===== src/ssmt_pkg.sv =====
// Shared constants and types of the serial master timing core.
// Assumes nothing of its surroundings; imported by ssmt_core.
package ssmt_pkg;

	localparam int DIV_W  = 10;
	localparam int QUANTUM_PRESCALE_W = 2;
	localparam int QUANTA_COUNT_W = 5;
	localparam int SRC_W  = 2;
	localparam int WLE_W  = 4;
	localparam int FLE_W  = 6;
	localparam int SEL_W  = 8;
	localparam int TCI_W  = 5;
	localparam int DATA_W = 16;

	localparam logic [3:0]        MODE_SSC = 4'h1;
	localparam logic [1:0]        TRM_DATA = 2'h1;
	localparam logic [FLE_W-1:0]  FLE_OPEN = 6'h3F;
	localparam logic [SEL_W-1:0]  SEL_RST  = 8'h00;
	localparam logic [DATA_W-1:0] DATA_RST = 16'h0000;

	typedef enum logic [2:0] {
		ST_IDLE  = 3'h0,
		ST_LEAD  = 3'h1,
		ST_SHIFT = 3'h2,
		ST_IWD   = 3'h3,
		ST_TRAIL = 3'h4,
		ST_NEXTF = 3'h5
	} ssmt_state_t;

endpackage


===== src/ssmt_core.sv =====
// Master timing core: shift clock, frame select with four delays, select
// outputs and a two-entry transmit word buffer.
// Assumes all inputs synchronous to clock and enable pulses one cycle wide.
//
// Function
// - Receive input switch at one takes received data from the pin.
// - Clock input switch at zero shifts on the internal clock, driven out.
// - Delays run only with frame select enabled; select switch zero uses it.
// - Receiving happens only while a word is being transmitted.
// - One data bit per shift clock period, no quanta involved.
// - Shift clock is input rate over two times divider plus one.
// - Phase preserve adds a further divide by two stage.
// - Leading delay and frame select start when a word is waiting.
// - First shift edge on the internal clock is rising, only after leading delay ends.
// - Trailing delay follows last clock; frame select drops at its end.
// - Without inter-word delay the next word follows with no gap.
// - With it, a pause without clocks, frame select held, between words.
// - Next-frame delay follows trailing delay, frame done at its end.
// - Select update mode lets first word control set select bits.
// - Leading and trailing delays share source, prescale and count.
// - Inter-word and next-frame delays share a second field group.
// - Delay lasts prescale plus one times count plus one quanta inputs.
// - Direct mode: a select line is active with frame select and its bit.
// - Coded mode: line zero lags frame select by one cycle.
// - Baud, frame length and protocol fields are frozen during a frame.
`timescale 1ns/1ps

module ssmt_core import ssmt_pkg::*; #(
	parameter int NQ = 4
) (
	// Clock and reset
	input  wire logic              clock,
	input  wire logic              sys_rst,
	// Mode and input stages
	input  wire logic [3:0]        channelMode,
	input  wire logic [1:0]        transferMode,
	input  wire logic              receiveInputSwitch,
	input  wire logic              clockInputSwitch,
	input  wire logic              selectInputSwitch,
	input  wire logic              frameSelectGenEnable,
	// Baud and frame format
	input  wire logic              phasePreserveEnable,
	input  wire logic [DIV_W-1:0]  clockDivideFactor,
	input  wire logic [WLE_W-1:0]  wordLength,
	input  wire logic [FLE_W-1:0]  frameLength,
	input  wire logic              interwordDelayEnable,
	// Select control
	input  wire logic              directSelectChoice,
	input  wire logic [SEL_W-1:0]  selectOutField,
	input  wire logic              selectUpdateMode,
	input  wire logic              lengthUpdateMode,
	input  wire logic              frameLengthUpdateMode,
	input  wire logic              writeAddressMode,
	// Delay field groups
	input  wire logic [SRC_W-1:0]  quantaSourceSelect,
	input  wire logic [QUANTUM_PRESCALE_W-1:0] quantumPrescale,
	input  wire logic [QUANTA_COUNT_W-1:0] quantaCount,
	input  wire logic [SRC_W-1:0]  quantaSourceSelectB,
	input  wire logic [QUANTUM_PRESCALE_W-1:0] quantumPrescaleB,
	input  wire logic [QUANTA_COUNT_W-1:0] quantaCountB,
	// Rate enables
	input  wire logic              pinEnable,
	input  wire logic [NQ-1:0]     quantaEnables,
	// Transmit words
	input  wire logic [DATA_W-1:0] txData,
	input  wire logic [TCI_W-1:0]  txControlInfo,
	input  wire logic              txValid,
	output logic                   txReady,
	// Pins
	input  wire logic              rxPin,
	input  wire logic              shiftClockIn,
	input  wire logic              selectInPin,
	output logic                   dataOut,
	output logic                   shiftClockOut,
	output logic [SEL_W-1:0]       selectOutLines,
	output logic                   masterFrameSelect,
	// Received words
	output logic [DATA_W-1:0]      rxWord,
	output logic                   rxWordValid
);

	ssmt_state_t state;
	logic                       frameSel;
	logic [TCI_W+DATA_W-1:0]    bufMem [2];
	logic                       wrPtr;
	logic                       rdPtr;
	logic [1:0]                 bufCount;
	logic [1:0]                 next_bufCount;
	logic [TCI_W+DATA_W-1:0]    bufHead;
	logic                       bufValid;
	logic                       push;
	logic                       wordLoad;
	logic                       enabled;
	logic                       frameStart;
	logic [DIV_W-1:0]           shDiv;
	logic                       shPpp;
	logic [FLE_W-1:0]           shFle;
	logic                       shTiwen;
	logic                       shDirect;
	logic [SEL_W-1:0]           shSel;
	logic [SRC_W-1:0]           shSrcA;
	logic [SRC_W-1:0]           shSrcB;
	logic [QUANTUM_PRESCALE_W-1:0]          shPreA;
	logic [QUANTUM_PRESCALE_W-1:0]          shPreB;
	logic [QUANTA_COUNT_W-1:0]          shCntA;
	logic [QUANTA_COUNT_W-1:0]          shCntB;
	logic [DIV_W+1:0]           halfLimit;
	logic [DIV_W+1:0]           halfCnt;
	logic                       halfTick;
	logic                       extPrev;
	logic                       shiftSel;
	logic                       rise;
	logic                       fall;
	logic [DATA_W-1:0]          shiftReg;
	logic [DATA_W-1:0]          rxShift;
	logic [WLE_W-1:0]           shWle;
	logic [WLE_W-1:0]           bitIdx;
	logic [FLE_W-1:0]           frameBits;
	logic                       lastBit;
	logic                       frameEnd;
	logic                       grpB;
	logic                       delayRun;
	logic                       delayDone;
	logic                       tick;
	logic [QUANTUM_PRESCALE_W-1:0]          preCnt;
	logic [QUANTA_COUNT_W-1:0]          qCnt;
	logic [QUANTUM_PRESCALE_W+QUANTA_COUNT_W:0]     leadTicks;

	assign enabled = channelMode == MODE_SSC && transferMode == TRM_DATA
		&& frameSelectGenEnable;
	assign frameStart = state == ST_IDLE && enabled && bufValid;

	// Two-entry word buffer; a stalled frame simply holds txReady low.
	assign push = txValid && txReady;
	assign bufValid = bufCount != 2'h0;
	assign bufHead = bufMem[rdPtr];
	assign next_bufCount = bufCount + 2'(push) - 2'(wordLoad);

	always_ff @(posedge clock) begin
		if (push) begin
			bufMem[wrPtr] <= {txControlInfo, txData};
		end
	end

	always_ff @(posedge clock) begin
		if (sys_rst) begin
			wrPtr <= 1'b0;
			rdPtr <= 1'b0;
			bufCount <= 2'h0;
			txReady <= 1'b1;
		end else begin
			wrPtr <= wrPtr ^ push;
			rdPtr <= rdPtr ^ wordLoad;
			bufCount <= next_bufCount;
			txReady <= next_bufCount != 2'h2;
		end
	end

	// Settings are captured once per frame so writes mid-frame wait.
	always_ff @(posedge clock) begin
		if (sys_rst) begin
			shDiv <= '0;
			shPpp <= 1'b0;
			shFle <= FLE_OPEN;
			shTiwen <= 1'b0;
			shDirect <= 1'b0;
			shSel <= SEL_RST;
			shSrcA <= '0;
			shSrcB <= '0;
			shPreA <= '0;
			shPreB <= '0;
			shCntA <= '0;
			shCntB <= '0;
		end else if (frameStart) begin
			shDiv <= clockDivideFactor;
			shPpp <= phasePreserveEnable;
			shFle <= frameLength;
			shTiwen <= interwordDelayEnable;
			shDirect <= directSelectChoice;
			shSrcA <= quantaSourceSelect;
			shPreA <= quantumPrescale;
			shCntA <= quantaCount;
			shSrcB <= quantaSourceSelectB;
			shPreB <= quantumPrescaleB;
			shCntB <= quantaCountB;
			if (selectUpdateMode && !lengthUpdateMode
				&& !frameLengthUpdateMode && !writeAddressMode) begin
				shSel <= SEL_W'(bufHead[DATA_W +: TCI_W]);
			end else begin
				shSel <= selectOutField;
			end
		end
	end

	// Half period in input-rate pulses; no quanta counting here.
	assign halfLimit = ({2'b00, shDiv} + (DIV_W+2)'(1))
		<< shPpp;
	assign halfTick = state == ST_SHIFT && pinEnable
		&& halfCnt == halfLimit - 1'b1;

	always_ff @(posedge clock) begin
		if (sys_rst || state != ST_SHIFT || halfTick) begin
			halfCnt <= '0;
		end else if (pinEnable) begin
			halfCnt <= halfCnt + 1'b1;
		end
	end

	// Clock idles low, so the first edge of every word is rising.
	always_ff @(posedge clock) begin
		if (sys_rst || state != ST_SHIFT) begin
			shiftClockOut <= 1'b0;
		end else if (halfTick) begin
			shiftClockOut <= !shiftClockOut;
		end
	end

	always_ff @(posedge clock) begin
		if (sys_rst) begin
			extPrev <= 1'b0;
		end else begin
			extPrev <= shiftClockIn;
		end
	end

	// An external clock never edging leaves the frame waiting.
	assign shiftSel = selectInputSwitch ? selectInPin : frameSel;
	assign rise = shiftSel && state == ST_SHIFT && (clockInputSwitch
		? shiftClockIn && !extPrev : halfTick && !shiftClockOut);
	assign fall = shiftSel && state == ST_SHIFT && (clockInputSwitch
		? !shiftClockIn && extPrev : halfTick && shiftClockOut);
	assign lastBit = bitIdx == shWle;
	assign frameEnd = shFle != FLE_OPEN && frameBits == shFle;
	assign wordLoad = ((state == ST_LEAD || state == ST_IWD) && delayDone)
		|| (fall && lastBit && !frameEnd && bufValid && !shTiwen);

	always_ff @(posedge clock) begin
		if (sys_rst || !enabled) begin
			state <= ST_IDLE;
			frameSel <= 1'b0;
		end else begin
			unique case (state)
				ST_IDLE: begin
					if (bufValid) begin
						state <= ST_LEAD;
						frameSel <= 1'b1;
					end
				end
				ST_LEAD: begin
					if (delayDone) begin
						state <= ST_SHIFT;
					end
				end
				ST_SHIFT: begin
					if (fall && (frameEnd || lastBit && !bufValid)) begin
						state <= ST_TRAIL;
					end else if (fall && lastBit && shTiwen) begin
						state <= ST_IWD;
					end
				end
				ST_IWD: begin
					if (delayDone) begin
						state <= ST_SHIFT;
					end
				end
				ST_TRAIL: begin
					if (delayDone) begin
						state <= ST_NEXTF;
						frameSel <= 1'b0;
					end
				end
				ST_NEXTF: begin
					if (delayDone) begin
						state <= ST_IDLE;
					end
				end
			endcase
		end
	end

	// Shift unit, LSB first; receive only samples inside a sent word.
	always_ff @(posedge clock) begin
		if (sys_rst) begin
			shiftReg <= DATA_RST;
			rxShift <= DATA_RST;
			rxWord <= DATA_RST;
			rxWordValid <= 1'b0;
			dataOut <= 1'b0;
			shWle <= '0;
			bitIdx <= '0;
			frameBits <= '0;
		end else begin
			rxWordValid <= fall && (lastBit || frameEnd);
			if (fall && (lastBit || frameEnd)) begin
				rxWord <= rxShift >> (WLE_W'(DATA_W - 1) - bitIdx);
			end
			if (rise) begin
				rxShift <= {receiveInputSwitch ? rxPin : dataOut,
					rxShift[DATA_W-1:1]};
			end
			if (frameStart) begin
				frameBits <= '0;
			end else if (fall) begin
				frameBits <= frameBits + 1'b1;
			end
			if (wordLoad) begin
				shiftReg <= bufHead[DATA_W-1:0];
				dataOut <= bufHead[0];
				shWle <= wordLength;
				bitIdx <= '0;
			end else if (fall) begin
				shiftReg <= shiftReg >> 1;
				dataOut <= shiftReg[1];
				bitIdx <= bitIdx + 1'b1;
			end
		end
	end

	// One quanta engine serves both groups; the state picks the group.
	assign grpB = state == ST_IWD || state == ST_NEXTF;
	assign delayRun = state != ST_IDLE && state != ST_SHIFT;
	assign tick = quantaEnables[grpB ? shSrcB : shSrcA];
	assign delayDone = delayRun && tick
		&& preCnt == (grpB ? shPreB : shPreA)
		&& qCnt == (grpB ? shCntB : shCntA);

	always_ff @(posedge clock) begin
		if (sys_rst || !delayRun || delayDone) begin
			preCnt <= '0;
			qCnt <= '0;
		end else if (tick) begin
			if (preCnt == (grpB ? shPreB : shPreA)) begin
				preCnt <= '0;
				qCnt <= qCnt + 1'b1;
			end else begin
				preCnt <= preCnt + 1'b1;
			end
		end
	end

	// Output stage; coded line zero lags so the address lines settle.
	always_ff @(posedge clock) begin
		if (sys_rst) begin
			masterFrameSelect <= 1'b0;
			selectOutLines <= SEL_RST;
		end else begin
			masterFrameSelect <= frameSel;
			if (shDirect) begin
				selectOutLines <= {SEL_W{frameSel}} & shSel;
			end else begin
				selectOutLines <= {shSel[SEL_W-1:1],
					masterFrameSelect & shSel[0]};
			end
		end
	end

	always_ff @(posedge clock) begin
		if (sys_rst || state != ST_LEAD) begin
			leadTicks <= '0;
		end else if (tick) begin
			leadTicks <= leadTicks + 1'b1;
		end
	end

	property p_lead_start;
		@(posedge clock) disable iff (sys_rst)
		$rose(frameSel) |-> state == ST_LEAD && $past(bufValid);
	endproperty
	a_lead_start: assert property (p_lead_start)
		else $error("frame select rose outside a leading delay");

	property p_lead_quiet;
		@(posedge clock) disable iff (sys_rst)
		state == ST_LEAD |=> !shiftClockOut;
	endproperty
	a_lead_quiet: assert property (p_lead_quiet)
		else $error("shift clock moved during leading delay");

	property p_trail_end;
		@(posedge clock) disable iff (sys_rst)
		$fell(frameSel) && enabled |-> $past(state) == ST_TRAIL
			&& state == ST_NEXTF;
	endproperty
	a_trail_end: assert property (p_trail_end)
		else $error("frame select fell outside trailing delay end");

	property p_iwd_hold;
		@(posedge clock) disable iff (sys_rst)
		state == ST_IWD |-> frameSel && !shiftClockOut;
	endproperty
	a_iwd_hold: assert property (p_iwd_hold)
		else $error("inter-word delay lost frame select or clocked");

	property p_nextf_quiet;
		@(posedge clock) disable iff (sys_rst)
		state == ST_NEXTF |-> !frameSel && !shiftClockOut;
	endproperty
	a_nextf_quiet: assert property (p_nextf_quiet)
		else $error("next-frame delay shows select or clock");

	property p_no_gap;
		@(posedge clock) disable iff (sys_rst)
		fall && lastBit && !frameEnd && bufValid && !shTiwen
			|=> state == ST_SHIFT && bitIdx == '0;
	endproperty
	a_no_gap: assert property (p_no_gap)
		else $error("gap between words without inter-word delay");

	property p_rx_in_word;
		@(posedge clock) disable iff (sys_rst)
		rxWordValid |-> $past(state) == ST_SHIFT;
	endproperty
	a_rx_in_word: assert property (p_rx_in_word)
		else $error("received word outside a transmitted word");

	property p_lead_len;
		@(posedge clock) disable iff (sys_rst)
		state == ST_LEAD && delayDone |-> int'(leadTicks) + 1
			== (int'(shPreA) + 1) * (int'(shCntA) + 1);
	endproperty
	a_lead_len: assert property (p_lead_len)
		else $error("leading delay length wrong");

	property p_direct_sel;
		@(posedge clock) disable iff (sys_rst)
		shDirect && $past(shDirect)
			|-> (selectOutLines & ~{SEL_W{masterFrameSelect}}) == '0;
	endproperty
	a_direct_sel: assert property (p_direct_sel)
		else $error("direct select line active without frame select");

	property p_coded_lag;
		@(posedge clock) disable iff (sys_rst)
		!shDirect && $past(!shDirect) |-> selectOutLines[0]
			== ($past(masterFrameSelect) && $past(shSel[0]));
	endproperty
	a_coded_lag: assert property (p_coded_lag)
		else $error("coded enable line not one cycle behind");

	c_frame_done: cover property (@(posedge clock)
		state == ST_NEXTF && delayDone);
	c_interword: cover property (@(posedge clock) state == ST_IWD);
	c_back_to_back: cover property (@(posedge clock)
		fall && lastBit && wordLoad);
	c_buffer_full: cover property (@(posedge clock) !txReady && txValid);

endmodule


===== config.mk =====
export PLATFORM = sky130hd
export DESIGN_NAME = ssmt_core
export DESIGN_NICKNAME = d
export VERILOG_FILES = /design/src/ssmt_pkg.sv /design/src/ssmt_core.sv
export SDC_FILE = /design/constraint.sdc
export NUM_CORES = 1
export LEC_CHECK = 0
export CAP_MARGIN = 20
export CORE_ASPECT_RATIO = 1.1
export CORE_MARGIN = 3
export CORE_UTILIZATION = 45
export DETAILED_ROUTE_END_ITERATION = 8
export DONT_BUFFER_PORTS = 1
export MAX_ROUTING_LAYER = met4
export PLACE_DENSITY = 0.64
export SETUP_SLACK_MARGIN = 0.5
export SYNTH_ARGS = -nofsm -noshare
export SYNTH_HDL_FRONTEND = slang
export SYNTH_SLANG_ARGS = --single-unit
export TNS_END_PERCENT = 20

===== constraint.sdc =====
create_clock -name clock -period 5.5 [get_ports clock]
set_input_delay 0.275 -clock clock [delete_from_list [all_inputs] [get_ports clock]]
set_output_delay 0.275 -clock clock [all_outputs]
set_load 0.01 [all_outputs]

==> impl_results.md, run 1 <==
* Seq/Total Area, Yosys at 42.96%
* Async set-reset flop share out of synthesis at 0%
* Post-synth EDFFs at 42
* Xor and xnor area share after synthesis at 4.744%
* Top cell by count, worst path: ha_1
* Slew Viols, Final at 0
* Gr usage total at 20.71%
* Startpoint types: register
* Reg2Reg Capture Point: txReady$_SDFF_PP1_
* Fin crit period at 4.401 ns
* Vias in the first global route at 7,668
* Overflow after GRT at 0
* Hold/Removal Path Class: primary input to register
* Share of layout cells above drive strength 1 at 7.583%
* Net Sw Power at 0.6684 mW
* Syn. warnings at 0
* Initial antenna violation count at 0
* Largest net degree at the start of global routing at 60
* Max stage delay cell, worst path: dfxtp_1
* Worst R2R Setup Slack at 1.10 ns
* CP max FO at 11
* Number of gates resized after CTS at 0
* Max-cap violations at 0
* CTS Sinks at 189
* Setup crit end kind: register
* Final hold vios at 0
* Commonest cells after routing, fill and taps aside: 151 x nand2_1, 147 x dfxtp_1, 93 x a21oi_1
* Synth Register Bits at 189
* Starting DRT DRC Count at 458
* Seq pwr share at 51.2%
* Setup violations, final at 0
* Hpwl dp at 15,680 um
* Final antenna-violating net count at 0
* Max_slew headroom at 29.88%
* Worst slew pin tran at 1.050 ns
* Share of total power in combinational logic at 5.2%
* First-pass GRT wire length at 39,340 um
* Synthesis-to-finish area growth at 14.35%
* Post-Synth Adder-Cell Area at 1.151%
* DRC errors left at 0
* Crit path from: shDiv[1]$_SDFFE_PP0P_
* Worst-path cell chain: ha_1, nand3_1, a32o_1, nor4_4, o211ai_4, o21ai_0, or4b_1, a211oi_2, a22o_2, a21o_1, ha_1, inv_1, ha_1, xor2_1, xnor2_1, or3_1
* Core Area at 0.02099 mm^2
* Post-Synthesis Cells at 1,096
* Netlist area before placement at 0.009786 mm^2
* Clock slew at reported path FFs at 0.07 ns
* # fillers at 1,885
* Hold WS at 0.02464 ns
* Die area at 0.02355 mm^2
* Via count at 7,997
* R2r startpoint: shDiv[1]$_SDFFE_PP0P_
* CTS tree: yes
* Worst setup endpoint: txReady$_SDFF_PP1_
* Vias per cell at 5.688
* Main combinational cell family by area after synthesis: simple AND/OR/NAND/NOR gates
* Commonest non-fill, non-tap cell in the layout: nand2_1
* Initial Util at 46.62%
* Syn avg cell area at 8.928 um^2
* Drt first pass iters at 8
* Yosys cell types at 81
* Share of power burned in the clock network at 43.6%
* CP Class: register to register
* RSZ-0062 raised after global routing: no
* Postcts setup bufs at 0
* Simple logic cell fraction of the synthesized area at 22.93%
* Outcome: finished clean
* Nets@finish at 1,212
* Critical path required time at 5.81 ns
* Setup tns final at 0 ns
* Die Span Y at 160.7 um
* CTS buffer count at 17
* WL/cell at 16.90 um
* P_int at 2.178 mW
* Max Clk Rate at 0.2272 GHz
* Static Leakage at 3.848 nW
* IO Port Bufs at 0
* Synth Area in Compound Gates at 16.58%
* Final WL at 23,760 um
* Row cnt at 55
* PwrDens at 254.4 mW/mm^2
* Register-to-Register Path Depth at 16
* Root Driver: clkbuf_16
* Worst path max stage delay at 0.53 ns
* Bufs on Longest Clock Path at 2
* GPL Wtd Cong at 0.8988
* Fin crit share at 80.02%
* CTS H-tree depth at 4
* IO Count at 124
* Die Span X at 146.6 um
* VDD IR-drop max at 0.0002043 V
* Setup Skew at 0.01067 ns
* Multiplexer area fraction after synthesis at 7.275%
* Clock Latency Late Sink at 0.43 ns
* Switch share at 23.48%
* Total power at 2.846 mW
* Diodes inserted at 0
* WP data arrival at 4.71 ns
* Most common flop cell mapped by yosys: dfxtp_1
* Syn Nets at 1,200
[Yosys cell counts, types with 10 or more instances]
master,n,share of area (%)
nor2_1,53,2.0
buf_2,11,0.56
nand2_1,151,5.8
mux2_2,11,1.3
and3_1,31,2.0
clkbuf_1,57,2.2
xor2_1,27,2.4
and2_1,11,0.70
nor2b_1,22,1.4
o31ai_1,16,1.2
edfxtp_1,42,13
dfxtp_1,147,30
buf_1,10,0.38
mux2i_1,52,5.3
o21ai_0,28,1.4
inv_1,11,0.42
a21oi_1,93,4.8
nand4_1,22,1.4
nand3_1,45,2.3
o211ai_1,28,2.1
xnor2_1,26,2.3
nor3_1,42,2.1
[per-layer routing]
layer  track usage, %  part of all wire (%)  vias up
met5                -                     0        -
met4            6.287                   1.9        0
met3            5.418                   5.6       30
met2            33.66                    49      150
met1            25.38                    44     3800
li1                 -                     -     4017
[cell type report]
type / instances / area, um^2 / share of cell area [%]
repair buffers: 79 / 800.8 / 7.156
inverters: 13 / 48.80 / 0.4361
flip-flops and latches: 189 / 4204 / 37.57
multi-input cells: 808 / 5174 / 46.24
clock buffers: 20 / 489.2 / 4.372
clock inverters: 12 / 116.4 / 1.040
well taps: 285 / 356.6 / 3.187
[worst min-delay path by stage]
stage                   from                       end  slack (ns)  cells past startpoint
3_3_place_gp         sys_rst        extPrev$_SDFF_PP0_        0.36                      1
4_1_cts              sys_rst  shiftReg[3]$_SDFFE_PP0P_      0.0005                      3
3_5_place_dp         sys_rst   rxWord[15]$_SDFFE_PP0P_        0.36                      1
2_1_floorplan      txData[0]    bufMem[0][0]$_DFFE_PP_        0.37                      0
5_1_grt        wordLength[0]     shWle[0]$_SDFFE_PP0N_        0.01                      2
6_report       wordLength[1]     shWle[1]$_SDFFE_PP0N_        0.02                      2
[critical path, delay by kind of cell, from the launching register on]
| kind | cells | cell delay (ns) |
|---|---|---|
| buf+inv | 1 | 0.06 |
| fa+ha+maj | 3 | 0.84 |
| simple gates | 4 | 1.33 |
| xor+xnor | 2 | 0.30 |
| flops | 1 | 0.53 |
| compound gates | 6 | 1.23 |
[logic make-up after synthesis]
kind of cell             Yosys count
multiplexers                      66
AO/OA/AOI/OAI                    242
buffers and inverters             99
flip-flops                       189
AND/OR/NAND/NOR                  438
XOR/XNOR                          53
adder cells (fa/ha/maj)            9
[state kept, by name, indices dropped and copies added (netlist names), 6 cells and up]
register,count
halfCnt,12
shSel,8
rxShift,16
shDiv,10
frameBits,6
shiftReg,16
bufMem,42
shFle,6
rxWord,16
selectOutLines,8
[repair_timing]
| item | in CTS | in global routing |
|---|---|---|
| hold buffers | 68 | 0 |
| hold endpoints to repair | 115 | 0 |
| endpoints found under the setup margin | 0 | 0 |
[power by group through the flow]
stage               Combinational (mW)  Sequential (mW)  Clock [mW]
finish                           0.149             1.46        1.24
global route                     0.167             1.46        1.32
CTS                              0.147             1.46        1.26
detailed placement              0.0953             1.49           0
global placement                0.0944             1.49           0
floorplan                       0.0834             1.49           0
[through the flow]
stage	std cells	setup WS [ns]	util, %	instance area [um^2]
3_3_place_gp	1305	1.305	46.97	9858
2_1_floorplan	1096	1.391	-	9786
5_1_grt	1406	0.7257	53.31	11190
3_5_place_dp	1305	1.161	46.97	9858
6_report	1406	1.099	53.31	11190
4_1_cts	1405	1.078	53.18	11160
No activity file was read; power rests on OpenSTA's default activity.
==> run 2: changes to the inputs <==
==> constraint.sdc (replaced) <==
create_clock -name clock -period 4.4 [get_ports clock]
set_input_delay 0.22 -clock clock [delete_from_list [all_inputs] [get_ports clock]]
set_output_delay 0.22 -clock clock [all_outputs]
set_load 0.01 [all_outputs]
==> run 2 against run 1 <==
Utilization is 0.80 points higher. Routed wire length up 0.59%. Cell count is 1.3% higher. Flip-flop and latch count unchanged. Critical endpoint unchanged. Highest routed layer unchanged.
==> impl_results.md, run 2 (same netlist as run 1, synthesis figures left out) <==
* CTS buffer count at 17
* Die Span Y at 160.7 um
* Diodes inserted at 0
* Via count at 8,023
* CP Class: register to register
* Post-DP Area at 0.009947 mm^2
* Die Span X at 146.6 um
* Max reg flops at 42
* Bufs on Longest Clock Path at 2
* DRC errors left at 0
* Net Sw Power at 0.8771 mW
* Register-to-Register Path Depth at 16
* Worst slew pin tran at 1.237 ns
* Startpoint types: register
* Share of power burned in the clock network at 43.0%
* VDD IR-drop max at 0.0002565 V
* Share of total power in combinational logic at 5.5%
* P_int at 2.655 mW
* Hold path start: sys_rst
* Hold/Removal Path Class: primary input to register
* Setup violations, final at 0
* Placed Cells at 1,316
* RSZ-0062 raised after global routing: yes
* CP max FO at 10
* Worst R2R Setup Slack at 0.45 ns
* Commonest non-fill, non-tap cell in the layout: nand2_1
* Max Clk Rate at 0.2531 GHz
* Synthesis-to-finish area growth at 16.07%
* Finished Layout Cells at 1,424
* CTS H-tree depth at 4
* Row cnt at 55
* IO Count at 124
* Nets@finish at 1,230
* Clock slew at reported path FFs at 0.07 ns
* First-pass GRT wire length at 39,110 um
* Reg2Reg Capture Point: txReady$_SDFF_PP1_
* Initial Util at 46.62%
* Overflow after GRT at 0
* # fillers at 1,868
* Fin crit period at 3.952 ns
* Largest Register: bufMem
* Slew Viols, Final at 0
* Max-cap violations at 0
* CTS Sinks at 189
* Final WL at 23,900 um
* Largest net degree at the start of global routing at 75
* IO Port Bufs at 0
* GPL Wtd Cong at 0.8557
* R2r startpoint: shDiv[0]$_SDFFE_PP0P_
* Hpwl dp at 15,710 um
* Vias per cell at 5.634
* Share of layout cells above drive strength 1 at 9.219%
* CTS tree: yes
* WP data arrival at 4.26 ns
* Setup tns final at 0 ns
* WHS Endpoint: rxShift[4]$_SDFFE_PP0P_
* Die area at 0.02355 mm^2
* Total power at 3.532 mW
* Finished Cell Area at 0.01136 mm^2
* Vias in the first global route at 7,709
* Seq pwr share at 51.6%
* Commonest cells after routing, fill and taps aside: 150 x nand2_1, 143 x dfxtp_1, 93 x a21oi_1
* Starting DRT DRC Count at 322
* WL/cell at 16.78 um
* Switch share at 24.83%
* Fin crit share at 89.81%
* Setup Skew at 0.01075 ns
* Setup crit end kind: register
* Static Leakage at 3.906 nW
* Final antenna-violating net count at 0
* Final hold vios at 0
* Gr usage total at 20.60%
* Fin util at 54.12%
* Initial antenna violation count at 0
* Hold Crit Depth at 3
* Outcome: finished clean
* Clock Latency Late Sink at 0.43 ns
* PwrDens at 311.0 mW/mm^2
* Critical path required time at 4.71 ns
* Drt first pass iters at 7
* Max_slew headroom at 17.55%
* Core Area at 0.02099 mm^2
* Root Driver: clkbuf_16
-- run 2: changes by cell type in the layout (fill, tap and decap cells not counted), sizes merged --
| cell | previous run | this run |
|---|---|---|
| clkinv | 7 | 4 |
| dlygate4sd3 | 67 | 73 |
| clkinvlp | 0 | 2 |
| buf | 12 | 23 |
| inv | 18 | 22 |
| a22oi | 1 | 2 |
| clkbuf | 20 | 17 |
-- run 2: worst max path at each step --
stage	startpoint	end	slack, ns	depth (start not counted)
after floorplan	shDiv[0]$_SDFFE_PP0P_	txReady$_SDFF_PP1_	0.51	19
after global placement	shPpp$_SDFFE_PP0P_	txReady$_SDFF_PP1_	0.47	15
after detailed placement	shPpp$_SDFFE_PP0P_	rxWord[12]$_SDFFE_PP0P_	0.37	11
after CTS	shDiv[3]$_SDFFE_PP0P_	txReady$_SDFF_PP1_	0.50	15
after global routing	shDiv[0]$_SDFFE_PP0P_	txReady$_SDFF_PP1_	0.19	16
final	shDiv[0]$_SDFFE_PP0P_	txReady$_SDFF_PP1_	0.45	16
-- run 2: worst max-delay path, stage by stage (launching register included) --
cell      delay (ns)
dfxtp_1         0.39
buf_4           0.19
nand2_1         0.23
o21a_1          0.28
nor3_4          0.26
nor3_1          0.12
o2111a_1        0.25
nor3_1          0.44
a211oi_4        0.11
a22o_2          0.26
a21o_1          0.18
ha_1            0.27
inv_1           0.04
ha_1            0.17
xor2_1          0.17
xnor2_1         0.15
or3_1           0.31
-- run 2: metrics by stage --
stage          worst slack, ns  hold slack, ns
6_report                0.4485         0.03411
4_1_cts                 0.5019        0.009136
5_1_grt                 0.1888         0.01625
3_3_place_gp            0.4727          0.2991
2_1_floorplan           0.5072          0.3189
3_5_place_dp            0.3737          0.3024
-- run 2: power groups by stage --
| stage | combinational, mW | sequential, mW | clock (mW) |
|---|---|---|---|
| after floorplan | 0.104 | 1.86 | 0 |
| after global placement | 0.120 | 1.86 | 0 |
| after detailed placement | 0.122 | 1.86 | 0 |
| after CTS | 0.194 | 1.82 | 1.55 |
| after global routing | 0.212 | 1.83 | 1.63 |
| final | 0.193 | 1.82 | 1.52 |
-- run 2: area by class of cell --
type,count,area [um^2],area share (%)
well taps,285,356.6,3.139
clock buffers,17,425.4,3.745
inverters,13,48.80,0.4296
clock inverters,15,156.4,1.377
multi-input cells,809,5226,46.01
flip-flops and latches,189,4209,37.06
repair buffers,96,935.9,8.240
-- run 2: repair_timing --
item                                    CTS  global route
setup buffers                             0             0
gates cloned                              0             1
gates resized for setup                   4            10
endpoints found under the hold margin   132             0
hold buffers                             74             0
pin swaps                                 1             1
endpoints found under the setup margin   27            40
-- run 2: layer usage --
layer	GRT usage, %	up-vias	part of all wire, %
li1	-	4069	-
met1	24.99	3778	44
met2	33.68	140	48
met3	4.571	36	4.5
met4	7.656	0	2.6
met5	-	-	0
